`src/core/bit_shift_flag_regs.vh`:
```
// Purpose: constants shared by the bit, shift and flag datapath
// Assumes: status byte layout C,Z,N,V,S,H,T,I from bit 0 upward
// Notes:   byte addresses of the control registers on the lite bus
`ifndef BIT_SHIFT_FLAG_REGS_VH
`define BIT_SHIFT_FLAG_REGS_VH

// ==========================================================
// register byte addresses
`define ADDR_W          8
`define OFS_CTRL        8'h00
`define OFS_OPERAND     8'h04
`define OFS_BRANCH      8'h08
`define OFS_FLAGS       8'h0C
`define OFS_RESULT      8'h10
`define OFS_NEXT_PC     8'h14
`define OFS_IO_ADDR     8'h18

// ==========================================================
// bus answers
`define RESP_OKAY       2'h0
`define RESP_SLVERR     2'h2

// ==========================================================
// status flag bit positions
`define FLG_C           3'h0
`define FLG_Z           3'h1
`define FLG_N           3'h2
`define FLG_V           3'h3
`define FLG_S           3'h4
`define FLG_H           3'h5
`define FLG_T           3'h6
`define FLG_I           3'h7
`define FLAGS_RST       8'h00

// ==========================================================
// operation codes written to the control register
`define OP_W                  6
`define OP_NONE               6'h00
`define OP_BR_OVF_CLEAR       6'h01
`define OP_BR_IRQ_ENABLED     6'h02
`define OP_BR_IRQ_DISABLED    6'h03
`define OP_IO_BIT_SET         6'h04
`define OP_IO_BIT_CLEAR       6'h05
`define OP_SHIFT_LEFT         6'h06
`define OP_SHIFT_RIGHT        6'h07
`define OP_ROT_LEFT_C         6'h08
`define OP_ROT_RIGHT_C        6'h09
`define OP_ARITH_RIGHT        6'h0A
`define OP_NIBBLE_SWAP        6'h0B
`define OP_FLAG_SET_GENERIC   6'h0C
`define OP_FLAG_CLR_GENERIC   6'h0D
`define OP_BIT_TO_T           6'h0E
`define OP_T_TO_BIT           6'h0F
`define OP_NAMED_FLAG_BASE    6'h10
`define OP_REG_MOVE           6'h20
`define OP_WORD_PAIR_COPY     6'h21
`define OP_IMMEDIATE_LOAD     6'h22

// ==========================================================
// operand register fields
`define OPND_RD_LSB     0
`define OPND_RR_LSB     8
`define OPND_K_LSB      16
`define OPND_BIT_LSB    24
`define BR_PC_LSB       0
`define BR_K_LSB        16
`define BR_K_W          7

// ==========================================================
// cycle counts
`define CYC_ONE         3'h1
`define CYC_TWO         3'h2

`endif

```
`src/core/bit_shift_flag_datapath.v`:
```
// Purpose: bit, shift and flag operations of an 8-bit core over a
//          lite bus, with a read-modify-write port to the I/O space
// Assumes: I/O read data is valid in the cycle its address is shown
// Notes:   writing an op code to the control register starts it
//
// Overview of operation
// - branch on overflow clear: pc+k+1 when V is 0, 1/2 cycles, no flags.
// - branch on I set or I clear to pc+k+1, 1/2 cycles, no flags.
// - I/O bit set or clear forces one bit, others kept, two cycles.
// - logical shifts insert zero, one cycle, update Z, C, N, V.
// - rotate left: bit 0 from old carry, carry from old bit 7.
// - rotate right: bit 7 from old carry, carry from old bit 0.
// - arithmetic right shift keeps bit 7, one cycle, updates Z, C, N, V.
// - store copies a register bit to T; load copies T to a bit.
// - single-cycle set and clear of carry, negative and zero flags.
// - single-cycle set and clear of the overflow flag only.
// - global interrupt enable sets I, disable clears I, one cycle.
// - single-cycle set and clear of the signed test flag only.
// - single-cycle set and clear of half carry and of T flags.
//
// Decided for this implementation: the register offsets and the AXI4-Lite interface to the registers.
`include "bit_shift_flag_regs.vh"
`default_nettype none

module bit_shift_flag_datapath (
	// clock and reset
	input  wire                clk_sys_i,
	input  wire                srst_i,
	// lite bus write address and data
	input  wire [`ADDR_W-1:0]  s_axi_awaddr_i,
	input  wire                s_axi_awvalid_i,
	output wire                s_axi_awready_o,
	input  wire [31:0]         s_axi_wdata_i,
	input  wire [3:0]          s_axi_wstrb_i,
	input  wire                s_axi_wvalid_i,
	output wire                s_axi_wready_o,
	output reg  [1:0]          s_axi_bresp_o,
	output reg                 s_axi_bvalid_o,
	input  wire                s_axi_bready_i,
	// lite bus read
	input  wire [`ADDR_W-1:0]  s_axi_araddr_i,
	input  wire                s_axi_arvalid_i,
	output wire                s_axi_arready_o,
	output reg  [31:0]         s_axi_rdata_o,
	output reg  [1:0]          s_axi_rresp_o,
	output reg                 s_axi_rvalid_o,
	input  wire                s_axi_rready_i,
	// I/O space
	output wire [4:0]          io_addr_o,
	input  wire [7:0]          io_rdata_i,
	output reg  [7:0]          io_wdata_o,
	output reg                 io_we_o
);

	localparam ST_IDLE = 1'b0;
	localparam ST_WAIT = 1'b1;

	// software-visible state
	reg  [31:0]        operand_q;
	reg  [31:0]        branch_q;
	reg  [4:0]         io_addr_q;
	reg  [7:0]         status_flags_reg_q;
	reg  [7:0]         res_lo_q;
	reg  [7:0]         res_hi_q;
	reg                res_wr_q;
	reg  [15:0]        next_pc_q;
	reg                taken_q;
	reg  [2:0]         cycles_q;
	reg  [`OP_W-1:0]   op_q;
	reg                state_q;
	reg  [7:0]         io_byte_q;

	// bus capture
	reg                aw_full_q;
	reg  [`ADDR_W-1:0] aw_addr_q;
	reg                w_full_q;
	reg  [31:0]        w_data_q;
	reg  [3:0]         w_strb_q;

	wire               wr_fire;
	wire [31:0]        wmask;
	wire [`OP_W-1:0]   op_new;
	wire               start;
	wire [7:0]         opnd_rd;
	wire [7:0]         opnd_rr;
	wire [7:0]         opnd_k;
	wire [2:0]         opnd_bit;
	wire [15:0]        br_pc;
	wire [15:0]        br_k_ext;
	wire [7:0]         sh_res;
	wire               sh_c;
	wire [7:0]         bit_onehot;
	reg                br_cond;
	reg                wr_known;

	// ==========================================================
	// bus handshakes
	assign s_axi_awready_o = !aw_full_q;
	assign s_axi_wready_o  = !w_full_q;
	assign s_axi_arready_o = !s_axi_rvalid_o;
	assign wr_fire = aw_full_q && w_full_q && !s_axi_bvalid_o;
	assign wmask   = {{8{w_strb_q[3]}}, {8{w_strb_q[2]}},
		{8{w_strb_q[1]}}, {8{w_strb_q[0]}}};
	assign op_new  = w_data_q[`OP_W-1:0];
	// a new op is refused while the previous one is still busy
	assign start   = wr_fire && (aw_addr_q == `OFS_CTRL) &&
		w_strb_q[0] && (state_q == ST_IDLE);

	// operand fields
	assign opnd_rd  = operand_q[`OPND_RD_LSB +: 8];
	assign opnd_rr  = operand_q[`OPND_RR_LSB +: 8];
	assign opnd_k   = operand_q[`OPND_K_LSB +: 8];
	assign opnd_bit = operand_q[`OPND_BIT_LSB +: 3];
	assign br_pc    = branch_q[`BR_PC_LSB +: 16];
	assign br_k_ext = {{(16-`BR_K_W){branch_q[`BR_K_LSB+`BR_K_W-1]}},
		branch_q[`BR_K_LSB +: `BR_K_W]};
	assign io_addr_o = io_addr_q;

	// one-hot mask of the selected bit
	genvar gi;
	generate
		for (gi = 0; gi < 8; gi = gi + 1) begin : g_onehot
			assign bit_onehot[gi] = (opnd_bit == gi);
		end
	endgenerate

	shift_rotate_unit u_shift (
		.op_i     (op_new),
		.value_i  (opnd_rd),
		.carry_i  (status_flags_reg_q[`FLG_C]),
		.result_o (sh_res),
		.carry_o  (sh_c)
	);

	// branch condition per op
	always @* begin
		case (op_new)
			`OP_BR_OVF_CLEAR:
				br_cond = !status_flags_reg_q[`FLG_V];
			`OP_BR_IRQ_ENABLED:
				br_cond = status_flags_reg_q[`FLG_I];
			`OP_BR_IRQ_DISABLED:
				br_cond = !status_flags_reg_q[`FLG_I];
			default:
				br_cond = 1'b0;
		endcase
	end

	// address decode for writes
	always @* begin
		case (aw_addr_q)
			`OFS_CTRL, `OFS_OPERAND, `OFS_BRANCH, `OFS_FLAGS,
			`OFS_IO_ADDR, `OFS_RESULT, `OFS_NEXT_PC:
				wr_known = 1'b1;
			default:
				wr_known = 1'b0;
		endcase
	end

	// ==========================================================
	// write channel capture and response
	always @(posedge clk_sys_i) begin
		if (srst_i) begin
			aw_full_q      <= 1'b0;
			aw_addr_q      <= {`ADDR_W{1'b0}};
			w_full_q       <= 1'b0;
			w_data_q       <= 32'h0000_0000;
			w_strb_q       <= 4'h0;
			s_axi_bvalid_o <= 1'b0;
			s_axi_bresp_o  <= `RESP_OKAY;
		end else begin
			if (s_axi_awvalid_i && !aw_full_q) begin
				aw_full_q <= 1'b1;
				aw_addr_q <= s_axi_awaddr_i;
			end
			if (s_axi_wvalid_i && !w_full_q) begin
				w_full_q <= 1'b1;
				w_data_q <= s_axi_wdata_i;
				w_strb_q <= s_axi_wstrb_i;
			end
			if (wr_fire) begin
				aw_full_q      <= 1'b0;
				w_full_q       <= 1'b0;
				s_axi_bvalid_o <= 1'b1;
				s_axi_bresp_o  <= wr_known ? `RESP_OKAY : `RESP_SLVERR;
			end else if (s_axi_bvalid_o && s_axi_bready_i) begin
				s_axi_bvalid_o <= 1'b0;
			end
		end
	end

	// ==========================================================
	// read channel
	always @(posedge clk_sys_i) begin
		if (srst_i) begin
			s_axi_rvalid_o <= 1'b0;
			s_axi_rdata_o  <= 32'h0000_0000;
			s_axi_rresp_o  <= `RESP_OKAY;
		end else if (s_axi_arvalid_i && !s_axi_rvalid_o) begin
			s_axi_rvalid_o <= 1'b1;
			s_axi_rresp_o  <= `RESP_OKAY;
			case (s_axi_araddr_i)
				`OFS_CTRL:
					s_axi_rdata_o <= {22'h0, cycles_q,
						(state_q == ST_WAIT), op_q};
				`OFS_OPERAND: s_axi_rdata_o <= operand_q;
				`OFS_BRANCH:  s_axi_rdata_o <= branch_q;
				`OFS_FLAGS:
					s_axi_rdata_o <= {24'h000000, status_flags_reg_q};
				`OFS_RESULT:
					s_axi_rdata_o <= {15'h0000, res_wr_q, res_hi_q,
						res_lo_q};
				`OFS_NEXT_PC:
					s_axi_rdata_o <= {15'h0000, taken_q, next_pc_q};
				`OFS_IO_ADDR:
					s_axi_rdata_o <= {19'h00000, io_byte_q, io_addr_q};
				default: begin
					s_axi_rdata_o <= 32'h0000_0000;
					s_axi_rresp_o <= `RESP_SLVERR;
				end
			endcase
		end else if (s_axi_rvalid_o && s_axi_rready_i) begin
			s_axi_rvalid_o <= 1'b0;
		end
	end

	// ==========================================================
	// operand registers written by software
	always @(posedge clk_sys_i) begin
		if (srst_i) begin
			operand_q <= 32'h0000_0000;
			branch_q  <= 32'h0000_0000;
			io_addr_q <= 5'h00;
		end else if (wr_fire) begin
			if (aw_addr_q == `OFS_OPERAND)
				operand_q <= (operand_q & ~wmask) | (w_data_q & wmask);
			if (aw_addr_q == `OFS_BRANCH)
				branch_q <= (branch_q & ~wmask) | (w_data_q & wmask);
			if (aw_addr_q == `OFS_IO_ADDR && w_strb_q[0])
				io_addr_q <= w_data_q[4:0];
		end
	end

	// ==========================================================
	// sequencer and execution
	always @(posedge clk_sys_i) begin
		if (srst_i) begin
			state_q            <= ST_IDLE;
			op_q               <= `OP_NONE;
			status_flags_reg_q <= `FLAGS_RST;
			res_lo_q           <= 8'h00;
			res_hi_q           <= 8'h00;
			res_wr_q           <= 1'b0;
			next_pc_q          <= 16'h0000;
			taken_q            <= 1'b0;
			cycles_q           <= 3'h0;
			io_byte_q          <= 8'h00;
			io_wdata_o         <= 8'h00;
			io_we_o            <= 1'b0;
		end else begin
			io_we_o <= 1'b0;
			// direct software write of the status byte
			if (wr_fire && aw_addr_q == `OFS_FLAGS && w_strb_q[0])
				status_flags_reg_q <= w_data_q[7:0];
			case (state_q)
				ST_IDLE: begin
					if (start) begin
						op_q     <= op_new;
						res_wr_q <= 1'b0;
						taken_q  <= 1'b0;
						cycles_q <= `CYC_ONE;
						next_pc_q <= br_pc + 16'h0001;
						case (op_new)
							`OP_BR_OVF_CLEAR, `OP_BR_IRQ_ENABLED,
							`OP_BR_IRQ_DISABLED: begin
								if (br_cond) begin
									next_pc_q <= br_pc + br_k_ext +
										16'h0001;
									taken_q  <= 1'b1;
									cycles_q <= `CYC_TWO;
									state_q  <= ST_WAIT;
								end
							end
							`OP_IO_BIT_SET, `OP_IO_BIT_CLEAR: begin
								// read phase of read-modify-write
								io_byte_q <= io_rdata_i;
								cycles_q  <= `CYC_TWO;
								state_q   <= ST_WAIT;
							end
							`OP_SHIFT_LEFT, `OP_SHIFT_RIGHT,
							`OP_ROT_LEFT_C, `OP_ROT_RIGHT_C,
							`OP_ARITH_RIGHT: begin
								res_lo_q <= sh_res;
								res_wr_q <= 1'b1;
								status_flags_reg_q[`FLG_Z] <=
									(sh_res == 8'h00);
								status_flags_reg_q[`FLG_C] <= sh_c;
								status_flags_reg_q[`FLG_N] <= sh_res[7];
								status_flags_reg_q[`FLG_V] <=
									sh_res[7] ^ sh_c;
							end
							`OP_NIBBLE_SWAP: begin
								res_lo_q <= sh_res;
								res_wr_q <= 1'b1;
							end
							`OP_FLAG_SET_GENERIC:
								status_flags_reg_q[opnd_bit] <=
									1'b1;
							`OP_FLAG_CLR_GENERIC:
								status_flags_reg_q[opnd_bit] <=
									1'b0;
							`OP_BIT_TO_T:
								status_flags_reg_q[`FLG_T] <=
									opnd_rr[opnd_bit];
							`OP_T_TO_BIT: begin
								res_lo_q <= status_flags_reg_q[`FLG_T] ?
									(opnd_rd | bit_onehot) :
									(opnd_rd & ~bit_onehot);
								res_wr_q <= 1'b1;
							end
							`OP_REG_MOVE: begin
								res_lo_q <= opnd_rr;
								res_wr_q <= 1'b1;
							end
							`OP_WORD_PAIR_COPY: begin
								res_lo_q <= opnd_rr;
								res_hi_q <= opnd_k;
								res_wr_q <= 1'b1;
							end
							`OP_IMMEDIATE_LOAD: begin
								res_lo_q <= opnd_k;
								res_wr_q <= 1'b1;
							end
							default: begin
								// named flag ops: code bit 0 set/clear,
								// bits 3:1 pick the flag
								if (op_new[5:4] == 2'h1)
									status_flags_reg_q[op_new[3:1]] <=
										!op_new[0];
							end
						endcase
					end
				end
				ST_WAIT: begin
					// second cycle: write phase of I/O update
					if (op_q == `OP_IO_BIT_SET) begin
						io_wdata_o <= io_byte_q | bit_onehot;
						io_we_o    <= 1'b1;
					end else if (op_q == `OP_IO_BIT_CLEAR) begin
						io_wdata_o <= io_byte_q & ~bit_onehot;
						io_we_o    <= 1'b1;
					end
					state_q <= ST_IDLE;
				end
				default:
					state_q <= ST_IDLE;
			endcase
		end
	end

endmodule

`default_nettype wire

```
`src/core/shift_rotate_unit.v`:
```
// Purpose: one-place shifts, rotates through carry and nibble swap
// Assumes: op code selects the function, value and carry are stable
// Notes:   purely combinational, the caller registers the result
`include "bit_shift_flag_regs.vh"
`default_nettype none

module shift_rotate_unit (
	// operation and operands
	input  wire [`OP_W-1:0] op_i,
	input  wire [7:0]       value_i,
	input  wire             carry_i,
	// result
	output reg  [7:0]       result_o,
	output reg              carry_o
);

	// ==========================================================
	// function select
	always @* begin
		result_o = value_i;
		carry_o  = carry_i;
		case (op_i)
			`OP_SHIFT_LEFT: begin
				result_o = {value_i[6:0], 1'b0};
				carry_o  = value_i[7];
			end
			`OP_SHIFT_RIGHT: begin
				result_o = {1'b0, value_i[7:1]};
				carry_o  = value_i[0];
			end
			`OP_ROT_LEFT_C: begin
				result_o = {value_i[6:0], carry_i};
				carry_o  = value_i[7];
			end
			`OP_ROT_RIGHT_C: begin
				result_o = {carry_i, value_i[7:1]};
				carry_o  = value_i[0];
			end
			`OP_ARITH_RIGHT: begin
				result_o = {value_i[7], value_i[7:1]};
				carry_o  = value_i[0];
			end
			`OP_NIBBLE_SWAP: begin
				result_o = {value_i[3:0], value_i[7:4]};
			end
			default: begin
				result_o = value_i;
				carry_o  = carry_i;
			end
		endcase
	end

endmodule

`default_nettype wire

```
`config.mk`:
```
export PLATFORM = sky130hd
export DESIGN_NAME = bit_shift_flag_datapath
export DESIGN_NICKNAME = d
export VERILOG_FILES = /design/src/core/bit_shift_flag_datapath.v /design/src/core/shift_rotate_unit.v
export VERILOG_INCLUDE_DIRS = /design/src /design/src/core
export SDC_FILE = /design/constraint.sdc
export NUM_CORES = 1
export LEC_CHECK = 0
export ABC_AREA = 1
export BUFFER_PORTS_ARGS = -buffer_cell sky130_fd_sc_hd__buf_2
export CAP_MARGIN = 20
export CORE_UTILIZATION = 59
export CTS_CLUSTER_DIAMETER = 200
export CTS_CLUSTER_SIZE = 30
export DETAILED_ROUTE_END_ITERATION = 10
export PLACE_DENSITY = 0.8
export SETUP_SLACK_MARGIN = 0.4
export SLEW_MARGIN = 10
export SYNTH_ARGS = -nofsm -noshare
export SYNTH_HDL_FRONTEND = slang
export SYNTH_SLANG_ARGS = --single-unit
```
`constraint.sdc`:
```
create_clock -name clk_sys_i -period 2.74 [get_ports clk_sys_i]
set_input_delay 0.137 -clock clk_sys_i [delete_from_list [all_inputs] [get_ports clk_sys_i]]
set_output_delay 0.137 -clock clk_sys_i [all_outputs]
set_load 0.01 [all_outputs]
```
=== Word-level counts from Yosys, hierarchy flattened ===
Index checks and enable logic that the tools add are counted.

* Register bits after elaboration: 222
* Bits of input ports: 67
* Output and inout bits: 55
* Logic and storage cells: 184

* $add $sub $neg: 3
* $lt $le $gt $ge: 4
* Equal/unequal tests: 40
* Mux-type cells: 43
* Bitwise operators: 16
* Reduce and logical (&&, ||, !) cells: 53

{| class="wikitable"
|+ Operators with widths
! kind !! count
|-
| 32-bit case mux with 7 select lines || 1
|-
| 32-bit AND || 3
|-
| 8-bit two-way mux || 8
|-
| 32-bit OR || 2
|-
| 6-bit by 4-bit equality test with 1-bit output, second input constant || 8
|-
| 8-bit by 5-bit equality test with 1-bit output, second input constant || 6
|-
| 8-bit case mux with 6 select lines || 1
|-
| 6-bit by 3-bit equality test with 1-bit output, second input constant || 6
|-
| 16-bit by 1-bit adder with 16-bit output, second input constant || 2
|-
| 8-bit by 4-bit equality test with 1-bit output, second input constant || 4
|-
| 16-bit two-way mux || 2
|-
| 32-bit NOT || 1
|-
| 8-bit case mux with 4 select lines || 1
|-
| 8-bit AND || 3
|-
| 8-bit logical NOT || 3
|-
| 8-bit OR || 3
|-
| 6-bit equality test, second input constant || 3
|-
| 16-bit adder || 1
|-
| 8-bit by 3-bit equality test with 1-bit output, second input constant || 2
|-
| 8-bit NOT || 2
|-
| 4-bit case mux with 4 select lines || 1
|-
| 16-bit OR reduction || 1
|-
| 1-bit logical AND || 15
|-
| 15-bit OR reduction || 1
|-
| 33 further kinds || 79
|}

=== Depth between registers and ports, before layout ===
Gate-level depths: netlist of run 1.

* Depth after elaboration: 11
* Gate-level depth with buffers: 15
* Gate-level depth less buffers: 15

=== Hierarchy ===
A second synthesis of run 1 with hierarchy kept.

* Cell total of the unflattened synthesis: 1760
* Area total of the unflattened synthesis: 11742.5 um^2

{| class="wikitable"
|+ By module, submodules not included
! module !! instances !! cells each !! area each (um^2) !! seq. area each (um^2)
|-
| bit_shift_flag_datapath || 1 || 1619 || 11095.6 || 4384.2
|-
| shift_rotate_unit || 1 || 141 || 646.9 || 0.0
|}

=== Worst setup path after synthesis of run 1 ===
Ideal clock, no wire load.

* Path type: reg-to-reg
* Start: reg with a tool-made name
* End: reg next_pc_q[14]
* Setup time: 70 ps
* Data arrival time: 1881 ps
* Required time: 2670 ps
* Path slack: 789 ps
* Stages on the path, launching flop included: 16
* Buffers on the path: 0
* Period minus slack after synthesis: 1951 ps
* Path through: dfxtp_1 -> inv_1 -> ha_1 -> inv_1 -> fa_1 -> nand3_1 -> nand2_1 -> a21oi_1 -> inv_1 -> nand2_1 -> nand2_1 -> nand2_1 -> nand2_1 -> o21ai_0 -> nand2_1 -> a21oi_1

{| class="wikitable"
|+ RTL lines
! what !! line !! text
|-
| end signal, assigned || bit_shift_flag_datapath.v:272 || <nowiki>next_pc_q <= br_pc + 16'h0001;</nowiki>
|-
| end signal, assigned || bit_shift_flag_datapath.v:277 || <nowiki>next_pc_q <= br_pc + br_k_ext +</nowiki>
|-
| end, declared || bit_shift_flag_datapath.v:66 || <nowiki>reg [15:0] next_pc_q;</nowiki>
|}

=== Worst setup path in the final report of run 1 ===
* Start: reg w_data_q[4]
* End: reg next_pc_q[2]

* Cells in the longest elaborated chain, start to end: 4
* Elaborated cells on any way between the ends: 7
* Classes of those cells: eq/ne (3); mux (3); reduce/logical (1)

{| class="wikitable"
|+ Ends and longest elaborated chain
! what !! line !! text
|-
| start, declared || bit_shift_flag_datapath.v:77 || <nowiki>reg [31:0] w_data_q;</nowiki>
|-
| start signal, assigned || bit_shift_flag_datapath.v:178 || <nowiki>w_data_q <= s_axi_wdata_i;</nowiki>
|-
| 6-bit by 2-bit equality test with 1-bit output / 6-bit by 1-bit equality test with 1-bit output (equally long branches) || bit_shift_flag_datapath.v:137, bit_shift_flag_datapath.v:273 ||
|-
| 1-bit case mux with 3 select lines || bit_shift_flag_datapath.v:137 || <nowiki>case (op_new)</nowiki>
|-
| 16-bit two-way mux || bit_shift_flag_datapath.v:276 || <nowiki>if (br_cond) begin</nowiki>
|-
| 16-bit two-way mux * || bit_shift_flag_datapath.v:273 || <nowiki>case (op_new)</nowiki>
|}

Every way passes the cells marked *; elsewhere a longest branch is shown, timed or not.
A chain may end at the register's enable or synchronous reset.

==> reports/qor.yml, run 1 <==
place_area_um2: 11900
hold_class: "in -> reg"
top_layer: "met4"
worst-path-stages: 10
antenna_found_initial: 0
power.density_nw_per_um2: 454
p_total_mw: 5.81
core-area_um2: 18200
max_cap_violations: 0
synthFlopType: "dfxtp_1"
grt_max_degree: 81
layout-drive-gt1-share_pct: 12.9
route.met3.wl_mm: 3.28
synth_cell_types: 52
synth_top_family_by_area: "compound AO/OA/AOI/OAI gates"
synth_xor_area_share_pct: 0.948
final_cell_mix: "nand2_1 (262), dfxtp_1 (214), a21oi_1 (200)"
crit_family: "simple AND/OR/NAND/NOR gates"
yosysWarnings: 0
cp-start-kind: "flop"
cts-root-buf: "clkbuf_16"
fin_worst_skew_ns: 0.0329
synth_compound_area_share_pct: 25.4
drc_errors: 6
synthDominantCellAreaShare_pct: 39.6
hpwl_mm: 26.9
violations: "design-rule violations"
layout_commonest_cell: "nand2_1"
cp.arrival_ns: 2.66
seq_area_um2: 4390
async_reset_ff_share_pct: 0
synthTopCellsByArea: "dfxtp_1 (40%), a21oi_1 (9.1%), nand2_1 (8.9%)"
synth_area_um2: 11100
start_util_pct: 60.9
synth_seq_cells: 219
wl_mm: 38.2
clock_path_buffers: 3
synth_edf_count: 0
grt_overflow: 0
synthToLayoutAreaGrowth_pct: 15.5
met2_length_mm: 17.6
crit_type: "reg -> reg"
htree_levels: 1
drt-met1-wl_mm: 15.9
hold_viol_final: 0
layout_min_cycle_time_ns: 2.27
die_y_um: 139
dp_cells: 1900
pre_cts_ws_ns: 0.549
synth_cells: 1597
drv_slew: 0
slew_headroom_pct: 51.9
tightest_slew_ns: 0.720
synth.avg_cell_area_um2: 6.94
ant_nets: 0
num_io_pins: 122
cp-end-kind: "flop"
reg2regPathDepth: 10
instances_no_fill: 1972
die_area_um2: 19300
place_congestion: 1.00
yosys.area.top_type: "dfxtp_1"
hold_path_depth: 3
multi_input_area_um2: 5660
synth_fa_ha_area_share_pct: 1.99
path_cells: "nor2_4 -> nand2_1 -> nor3_1 -> a21oi_1 -> nand2_1 -> clkinv_2 -> a21oi_1 -> o21ai_0 -> o211ai_1 -> inv_1"
path_buf_inv: 2
cts_sinks: 219
grt_pass1_vias: 11100
rsz0062_at_grt: "true"
synth_mux_area_share_pct: 0
insertedDiodeCount: 0
vias: 11900
worst_slack_ns: 0.468
dr.pass1.iters: 9
fin_setup_tns_ns: 0
clk_pin_slew_ns: 0.12
fmax_mhz: 440
die_w_um: 139
worst_hold_slack_ns: 0.00762
via_per_inst: 6.02
wl_per_cell_um: 19.3
fin_util_pct: 70.3
place.port_buffers: 119
finalSetupViolCount: 0
cts_buffers: 11
total_leakage_power_nw: 5.34
cp_max_fo: 19
final_area_um2: 12800
status: "finished with violations"
n_fill_cell: 1562
cts_tree: "yes"
clk_latency_ns: 0.50
synth-simple-area-share_pct: 22.5
drtIter0Drc: 1283
yosysSeqAreaShare_pct: 39.6
track_usage_pct: 39.2
grt_pass1_wl_mm: 59.9
core.rowCount: 49
fin_crit_sh_pct: 82.9
cpPeakStageDelay_ns: 0.44
fin_nets: 1828
slowest_stage: "dfxtp_1"
ir_drop_mv: 0.409
cp_data_required_time_ns: 3.13
layer usage:
metal | up-vias | global-route usage (%)
met1 | 5520 | 52.4
met5 | - | 0
met4 | 0 | 14.8
li1 | 5660 | -
met3 | 96 | 5.70
met2 | 589 | 64.3
final timing paths:
check               startpoint      endpoint  slack [ns]
max                w_data_q[4]  next_pc_q[2]        0.47
min          s_axi_wdata_i[15]  w_data_q[15]       0.008
max reg2reg        w_data_q[4]  next_pc_q[2]        0.47
min reg2reg               flop          flop        0.46
cells in the mapped netlist (2+ instances only):
| master | n |
|---|---|
| nand2_1 | 263 |
| dfxtp_1 | 219 |
| a21oi_1 | 201 |
| o21ai_0 | 181 |
| inv_1 | 174 |
| nor2_1 | 170 |
| nand3_1 | 69 |
| clkbuf_1 | 55 |
| a211oi_1 | 34 |
| o22ai_1 | 30 |
| nor3_1 | 19 |
| nand4_1 | 17 |
| ha_1 | 16 |
| o211ai_1 | 14 |
| buf_2 | 12 |
| inv_2 | 11 |
| a31oi_1 | 10 |
| nand2_2 | 8 |
| xor2_1 | 8 |
| nor2_2 | 6 |
| o2111ai_1 | 6 |
| o221ai_1 | 6 |
| buf_4 | 5 |
| nor2_4 | 5 |
| o21ai_1 | 5 |
| nand3_2 | 4 |
| o31ai_1 | 4 |
| or2_2 | 4 |
| xnor2_1 | 4 |
| a221oi_1 | 3 |
| buf_6 | 3 |
| inv_4 | 3 |
| nor4_1 | 3 |
| o21bai_1 | 3 |
| a21o_1 | 2 |
| a22oi_1 | 2 |
| clkinv_1 | 2 |
| nand3b_1 | 2 |
cell type report:
class | count | area share, %
inverters | 190 | 5.64
clock buffers | 11 | 2.15
clock inverters | 1 | 0.235
repair buffers | 208 | 11.2
well taps | 229 | 2.24
multi-input cells | 1114 | 44.2
flip-flops and latches | 219 | 34.3
tightest hold or removal path, delay by kind of cell:
family,cells,cell delay (ns)
buf+inv,1,0.09
compound gates,2,0.23
power by group:
part / switching [mW] / leakage (nW) / total [mW] / internal (mW)
clock network: 1.08 / 0.147 / 1.84 / 0.755
logic: 0.433 / 3.42 / 0.659 / 0.226
registers: 0.0652 / 1.78 / 3.31 / 3.25
what timing repair did:
item                                    4_1_cts  5_1_grt
buffers inserted                              0        6
resized for setup                             0       11
hold endpoints to repair                     54        0
endpoints found under the setup margin        0       16
hold buffers                                 54        0
kinds of logic after synthesis:
kind of cell,Yosys count
DFF,219
xor gates and xnor gates,12
adders and majority gates,17
AOI/OAI and AO/OA,507
buffers and inverters,265
and+or+nand+nor,576
other,1
(Power assumes the default switching activity.)
==> inputs of run 2 (changes only) <==
--- a/config.mk
+++ b/config.mk
@@ -9,11 +9,11 @@
 export ABC_AREA = 1
 export BUFFER_PORTS_ARGS = -buffer_cell sky130_fd_sc_hd__buf_2
 export CAP_MARGIN = 20
-export CORE_UTILIZATION = 59
+export CORE_UTILIZATION = 53
 export CTS_CLUSTER_DIAMETER = 200
 export CTS_CLUSTER_SIZE = 30
 export DETAILED_ROUTE_END_ITERATION = 10
-export PLACE_DENSITY = 0.8
+export PLACE_DENSITY = 0.76
 export SETUP_SLACK_MARGIN = 0.4
 export SLEW_MARGIN = 10
 export SYNTH_ARGS = -nofsm -noshare
==> constraint.sdc (replaced) <==
create_clock -name clk_sys_i -period 2 [get_ports clk_sys_i]
set_input_delay 0.1 -clock clk_sys_i [delete_from_list [all_inputs] [get_ports clk_sys_i]]
set_output_delay 0.1 -clock clk_sys_i [all_outputs]
set_load 0.01 [all_outputs]
==> run 2 against run 1 <==
The flow finishes with violations (negative setup slack). Sequential share of layout area fell by 6.7 points. Global-route usage fell by 0.28 points. First-iteration DRC count rose by 28%. Critical endpoint is now next_pc_q[12].
==> reports/qor.yml, run 2 (synthesis results as in run 1) <==
start_util_pct: 54.4
core.rowCount: 52
power.density_nw_per_um2: 530
worst_slack_ns: -0.130
path_cells: "inv_2 -> ha_4 -> inv_2 -> fa_2 -> nand3_2 -> nand2_2 -> a21oi_4 -> nor2_2 -> nand2_1 -> nand2_2 -> nand2_2 -> nand2_1 -> nand2_1 -> nand3_1 -> a21oi_1"
via_per_inst: 6.19
fin_util_pct: 78.9
cp_data_required_time_ns: 2.41
layout-drive-gt1-share_pct: 35.9
drtIter0Drc: 1647
synthToLayoutAreaGrowth_pct: 45.0
wl_per_cell_um: 21.0
wl_mm: 45.7
place.port_buffers: 119
status: "finished with violations"
grt_max_degree: 81
layout_commonest_cell: "nand2_1"
hold_class: "in -> reg"
grt_overflow: 0
num_io_pins: 122
track_usage_pct: 38.9
final_cell_mix: "nand2_1 (229), dfxtp_1 (189), a21oi_1 (159)"
fmax_mhz: 469
ir_drop_mv: 0.656
die_w_um: 147
grt_pass1_wl_mm: 66.2
hold_viol_final: 0
fin_worst_skew_ns: 0.0288
hpwl_mm: 27.7
clock_path_buffers: 3
die_y_um: 147
core-area_um2: 20400
cts_tree: "yes"
cp-start-kind: "flop"
layout_min_cycle_time_ns: 2.13
fin_crit_sh_pct: 107
tightest_slew_ns: 0.526
insertedDiodeCount: 0
rsz0062_at_grt: "true"
max_cap_violations: 0
clk_latency_ns: 0.50
cp-end-kind: "flop"
cts_buffers: 11
slowest_stage: "dfxtp_2"
vias: 13500
instances_no_fill: 2181
die_area_um2: 21500
fin_nets: 1995
place_congestion: 0.966
grt_pass1_vias: 12400
drv_slew: 0
reg2reg_to: "next_pc_q[12]"
antenna_found_initial: 0
slew_headroom_pct: 64.7
total_leakage_power_nw: 6.53
finalSetupViolCount: 3
reg2regPathDepth: 15
r2r_setup_slack_ns: -0.13
cpPeakStageDelay_ns: 0.35
cp_max_fo: 3
ant_nets: 0
htree_levels: 1
dr.pass1.iters: 6
clk_pin_slew_ns: 0.13
cts_sinks: 219
cp.arrival_ns: 2.54
cts-root-buf: "clkbuf_16"
fin_setup_tns_ns: -0.215
cp-endpoint: "next_pc_q[12]"
violations: "negative setup slack"
drc_errors: 0
crit_type: "reg -> reg"
dp_cells: 2004
## run 2: area by class of cell
cell class                      count  area (µm²)
Sequential cell                   219        4440
Timing Repair inverter              4        28.8
Tap cell                          270         338
Multi-Input combinational cell   1116        7040
Clock inverter                      1        30.0
Timing Repair Buffer              369        3120
Clock buffer                       12         279
Fill cell                        1322        4290
Inverter                          190         795
## run 2: power breakdown
group          total [mW]  internal, mW  leakage [nW]  switching, mW
sequential           4.55          4.45          1.79          0.106
clock                2.54          1.04         0.148           1.50
combinational        1.43         0.590          4.59          0.839
total                8.53          6.08          6.53           2.45
## run 2: layer usage
metal	share of wire, %	track usage (%)
met1	37	50.5
met2	46	63.1
met3	11	7.00
met4	5.8	17.4
met5	0	0
## run 2: worst max-delay path: cells and delay by family (launching register included)
kind | cells | cell delay, ns
flops | 1 | 0.35
simple gates | 9 | 0.73
compound gates | 2 | 0.36
fa+ha+maj | 2 | 0.48
buf+inv | 2 | 0.12
## run 2: what timing repair did
action | in CTS | in global routing
cloned | 13 | 4
hold buffers | 56 | 0
pin swaps | 51 | 79
gates resized for setup | 300 | 256
setup buffers | 61 | 30
endpoints found under the hold margin | 56 | 0
setup endpoints to repair | 128 | 149
## run 2: per-stage QoR
stage	hold WS [ns]	power (mW)	area (µm²)	setup slack, ns
5_1_grt	0.142	8.75	16100	-0.170
6_report	0.122	8.53	16100	-0.130
2_1_floorplan	0.235	5.15	11200	0.206
3_3_place_gp	0.326	5.49	12500	0.0649
4_1_cts	0.0741	8.29	15000	0.0663
3_5_place_dp	0.327	5.50	12500	0.00586
## run 2: worst min-delay path by stage
stage,startpoint,end,slack [ns],cells after the start
after floorplan,s_axi_wdata_i[10],w_data_q[10],0.23,2
after global placement,s_axi_wdata_i[22],w_data_q[22],0.33,3
after detailed placement,s_axi_wdata_i[28],w_data_q[28],0.33,3
after CTS,srst_i,s_axi_rvalid_o,0.07,3
after global routing,srst_i,s_axi_rvalid_o,0.14,3
final,srst_i,s_axi_rvalid_o,0.12,3
==> inputs of run 3 (changes only) <==
--- a/config.mk
+++ b/config.mk
@@ -9,11 +9,15 @@
 export ABC_AREA = 1
 export BUFFER_PORTS_ARGS = -buffer_cell sky130_fd_sc_hd__buf_2
 export CAP_MARGIN = 20
-export CORE_UTILIZATION = 53
+export CELL_PAD_IN_SITES_DETAIL_PLACEMENT = 0
+export CELL_PAD_IN_SITES_GLOBAL_PLACEMENT = 2
+export CORE_MARGIN = 2
+export CORE_UTILIZATION = 30
 export CTS_CLUSTER_DIAMETER = 200
 export CTS_CLUSTER_SIZE = 30
 export DETAILED_ROUTE_END_ITERATION = 10
-export PLACE_DENSITY = 0.76
+export GPL_TIMING_DRIVEN = 0
+export PLACE_DENSITY_LB_ADDON = 0.1
 export SETUP_SLACK_MARGIN = 0.4
 export SLEW_MARGIN = 10
 export SYNTH_ARGS = -nofsm -noshare
==> run 3 against run 2 <==
The flow still finishes with violations (negative setup slack). Die area grew 79%. Worst hold slack lost 0.067 ns. Non-clock buffer count grew 31. Clock skew grew 0.0082 ns. Wire length grew 18%. Count of clock-buffer cells in the layout is the same. Flip-flop and latch count is the same.
==> reports/qor.yml, run 3 (synthesis results as in run 1) <==
insertedDiodeCount: 0
drv_slew: 0
hold_class: "in -> reg"
top_layer: "met4"
violations: "negative setup slack"
fin_nets: 2022
place_congestion: 0.909
route.met3.wl_mm: 3.00
fin_worst_skew_ns: 0.0370
dr.pass1.iters: 5
ant_nets: 0
cts-root-buf: "clkbuf_16"
p_sw_mw: 2.64
start_util_pct: 30.3
drc_errors: 0
grt_pass1_vias: 12400
drtIter0Drc: 808
clock_path_buffers: 3
max_cap_violations: 0
fin_setup_tns_ns: -0.00203
crit_type: "reg -> reg"
worst_hold_slack_ns: 0.0548
netSwitchingFraction_pct: 30.1
synthToLayoutAreaGrowth_pct: 53.4
cts_sinks: 219
die_y_um: 196
layout_commonest_cell: "nand2_1"
wl_mm: 54.0
core.rowCount: 70
pre_cts_ws_ns: -0.540
wl_per_cell_um: 22.5
final_area_um2: 17000
via_per_inst: 5.28
place.port_buffers: 118
r2r_setup_slack_ns: -0.002
grt_max_degree: 32
grt_pass1_wl_mm: 78.3
hpwl_mm: 38.7
p_int_mw: 6.13
place_area_um2: 12400
track_usage_pct: 27.3
layout_min_cycle_time_ns: 2.00
fin_util_pct: 46.5
p_comb_share_pct: 17.9
cp_max_fo: 3
cp_data_required_time_ns: 2.41
dp_cells: 2186
cts_buffers: 11
core-area_um2: 36500
status: "finished with violations"
clk_pin_slew_ns: 0.13
reg2reg_to: "next_pc_q[6]"
worstHoldStart: "s_axi_arvalid_i"
cp.arrival_ns: 2.42
die_area_um2: 38500
cp-end-kind: "flop"
fin_crit_sh_pct: 100
tightest_slew_ns: 1.12
slew_headroom_pct: 25.2
p_total_mw: 8.77
finalSetupViolCount: 1
met2_length_mm: 24.8
cts_tree: "yes"
ir_drop_mv: 0.517
die_w_um: 196
instances_no_fill: 2406
num_io_pins: 122
antenna_found_initial: 0
hold_path_depth: 4
holdPathEnd: "s_axi_rdata_o[1]"
drt-met1-wl_mm: 24.7
vias: 12700
seq_power_share_pct: 52.0
fmax_mhz: 499
total_leakage_power_nw: 6.70
htree_levels: 1
rsz0062_at_grt: "true"
layout-drive-gt1-share_pct: 38.1
power.density_nw_per_um2: 516
hold_viol_final: 0
grt_overflow: 0
clk_latency_ns: 0.50
reg2regPathDepth: 14
final_cell_mix: "nand2_1 (226), dfxtp_1 (191), inv_1 (146)"
worst_slack_ns: -0.00203
clock_power_share_pct: 30.1
cp-start-kind: "flop"
-- run 3: changes by cell type in the layout (fill, tap and decap cells not counted), moves of 10 or more --
cell / change
buf_4: -33
a211oi_2: +16
clkbuf_2: +16
o21ai_4: +10
clkbuf_1: +24
a21oi_1: -21
o21ai_1: -10
a211oi_1: -18
a21oi_2: +24
-- run 3: how the worst max path moves through the flow --
| stage | startpoint | endpoint | slack, ns |
|---|---|---|---|
| 2_1_floorplan | flop | next_pc_q[12] | 0.21 |
| 3_5_place_dp | state_q | io_wdata_o[0] | -0.54 |
| 3_3_place_gp | s_axi_rvalid_o | s_axi_rdata_o[12] | -0.58 |
| 6_report | flop | next_pc_q[6] | -0.002 |
| 5_1_grt | flop | next_pc_q[14] | -0.13 |
| 4_1_cts | flop | next_pc_q[12] | -0.04 |
-- run 3: critical path, cell delays in order (launching register included) --
cell	delay, ns
dfxtp_2	0.36
inv_4	0.08
ha_4	0.13
inv_2	0.04
fa_2	0.34
nand3_2	0.09
nand2_4	0.06
a21oi_4	0.19
buf_4	0.14
buf_6	0.09
o21ai_1	0.06
a21oi_2	0.15
o21ai_2	0.09
nand2_1	0.06
inv_1	0.04
-- run 3: per-layer routing --
layer	GRT usage [%]	up-vias
met5	0	-
met2	44.9	360
met1	37.6	6196
met3	3.78	72
met4	7.32	0
li1	-	6070
-- run 3: timing repair --
item / CTS / global route
hold buffers: 56 / 0
setup buffers: 97 / 36
setup endpoints to repair: 210 / 198
hold endpoints to repair: 56 / 0
pin swaps: 96 / 86
resized for setup: 519 / 209
gates cloned: 13 / 5
-- run 3: power groups by stage --
stage | clock network (mW) | logic (mW) | registers (mW)
2_1_floorplan | 0 | 0.562 | 4.59
3_3_place_gp | 0 | 0.926 | 4.62
3_5_place_dp | 0 | 0.930 | 4.62
4_1_cts | 2.71 | 1.44 | 4.55
5_1_grt | 2.83 | 1.68 | 4.57
6_report | 2.64 | 1.57 | 4.56
-- run 3: layout make-up --
type / instances / area, µm²
Clock inverter: 1 / 30.0
Sequential cell: 219 / 4440
Buffer: 75 / 674
Multi-Input combinational cell: 1115 / 7460
Fill cell: 3746 / 19500
Clock buffer: 12 / 279
Timing Repair inverter: 1 / 6.26
Inverter: 190 / 825
Timing Repair Buffer: 325 / 2700
Tap cell: 468 / 586
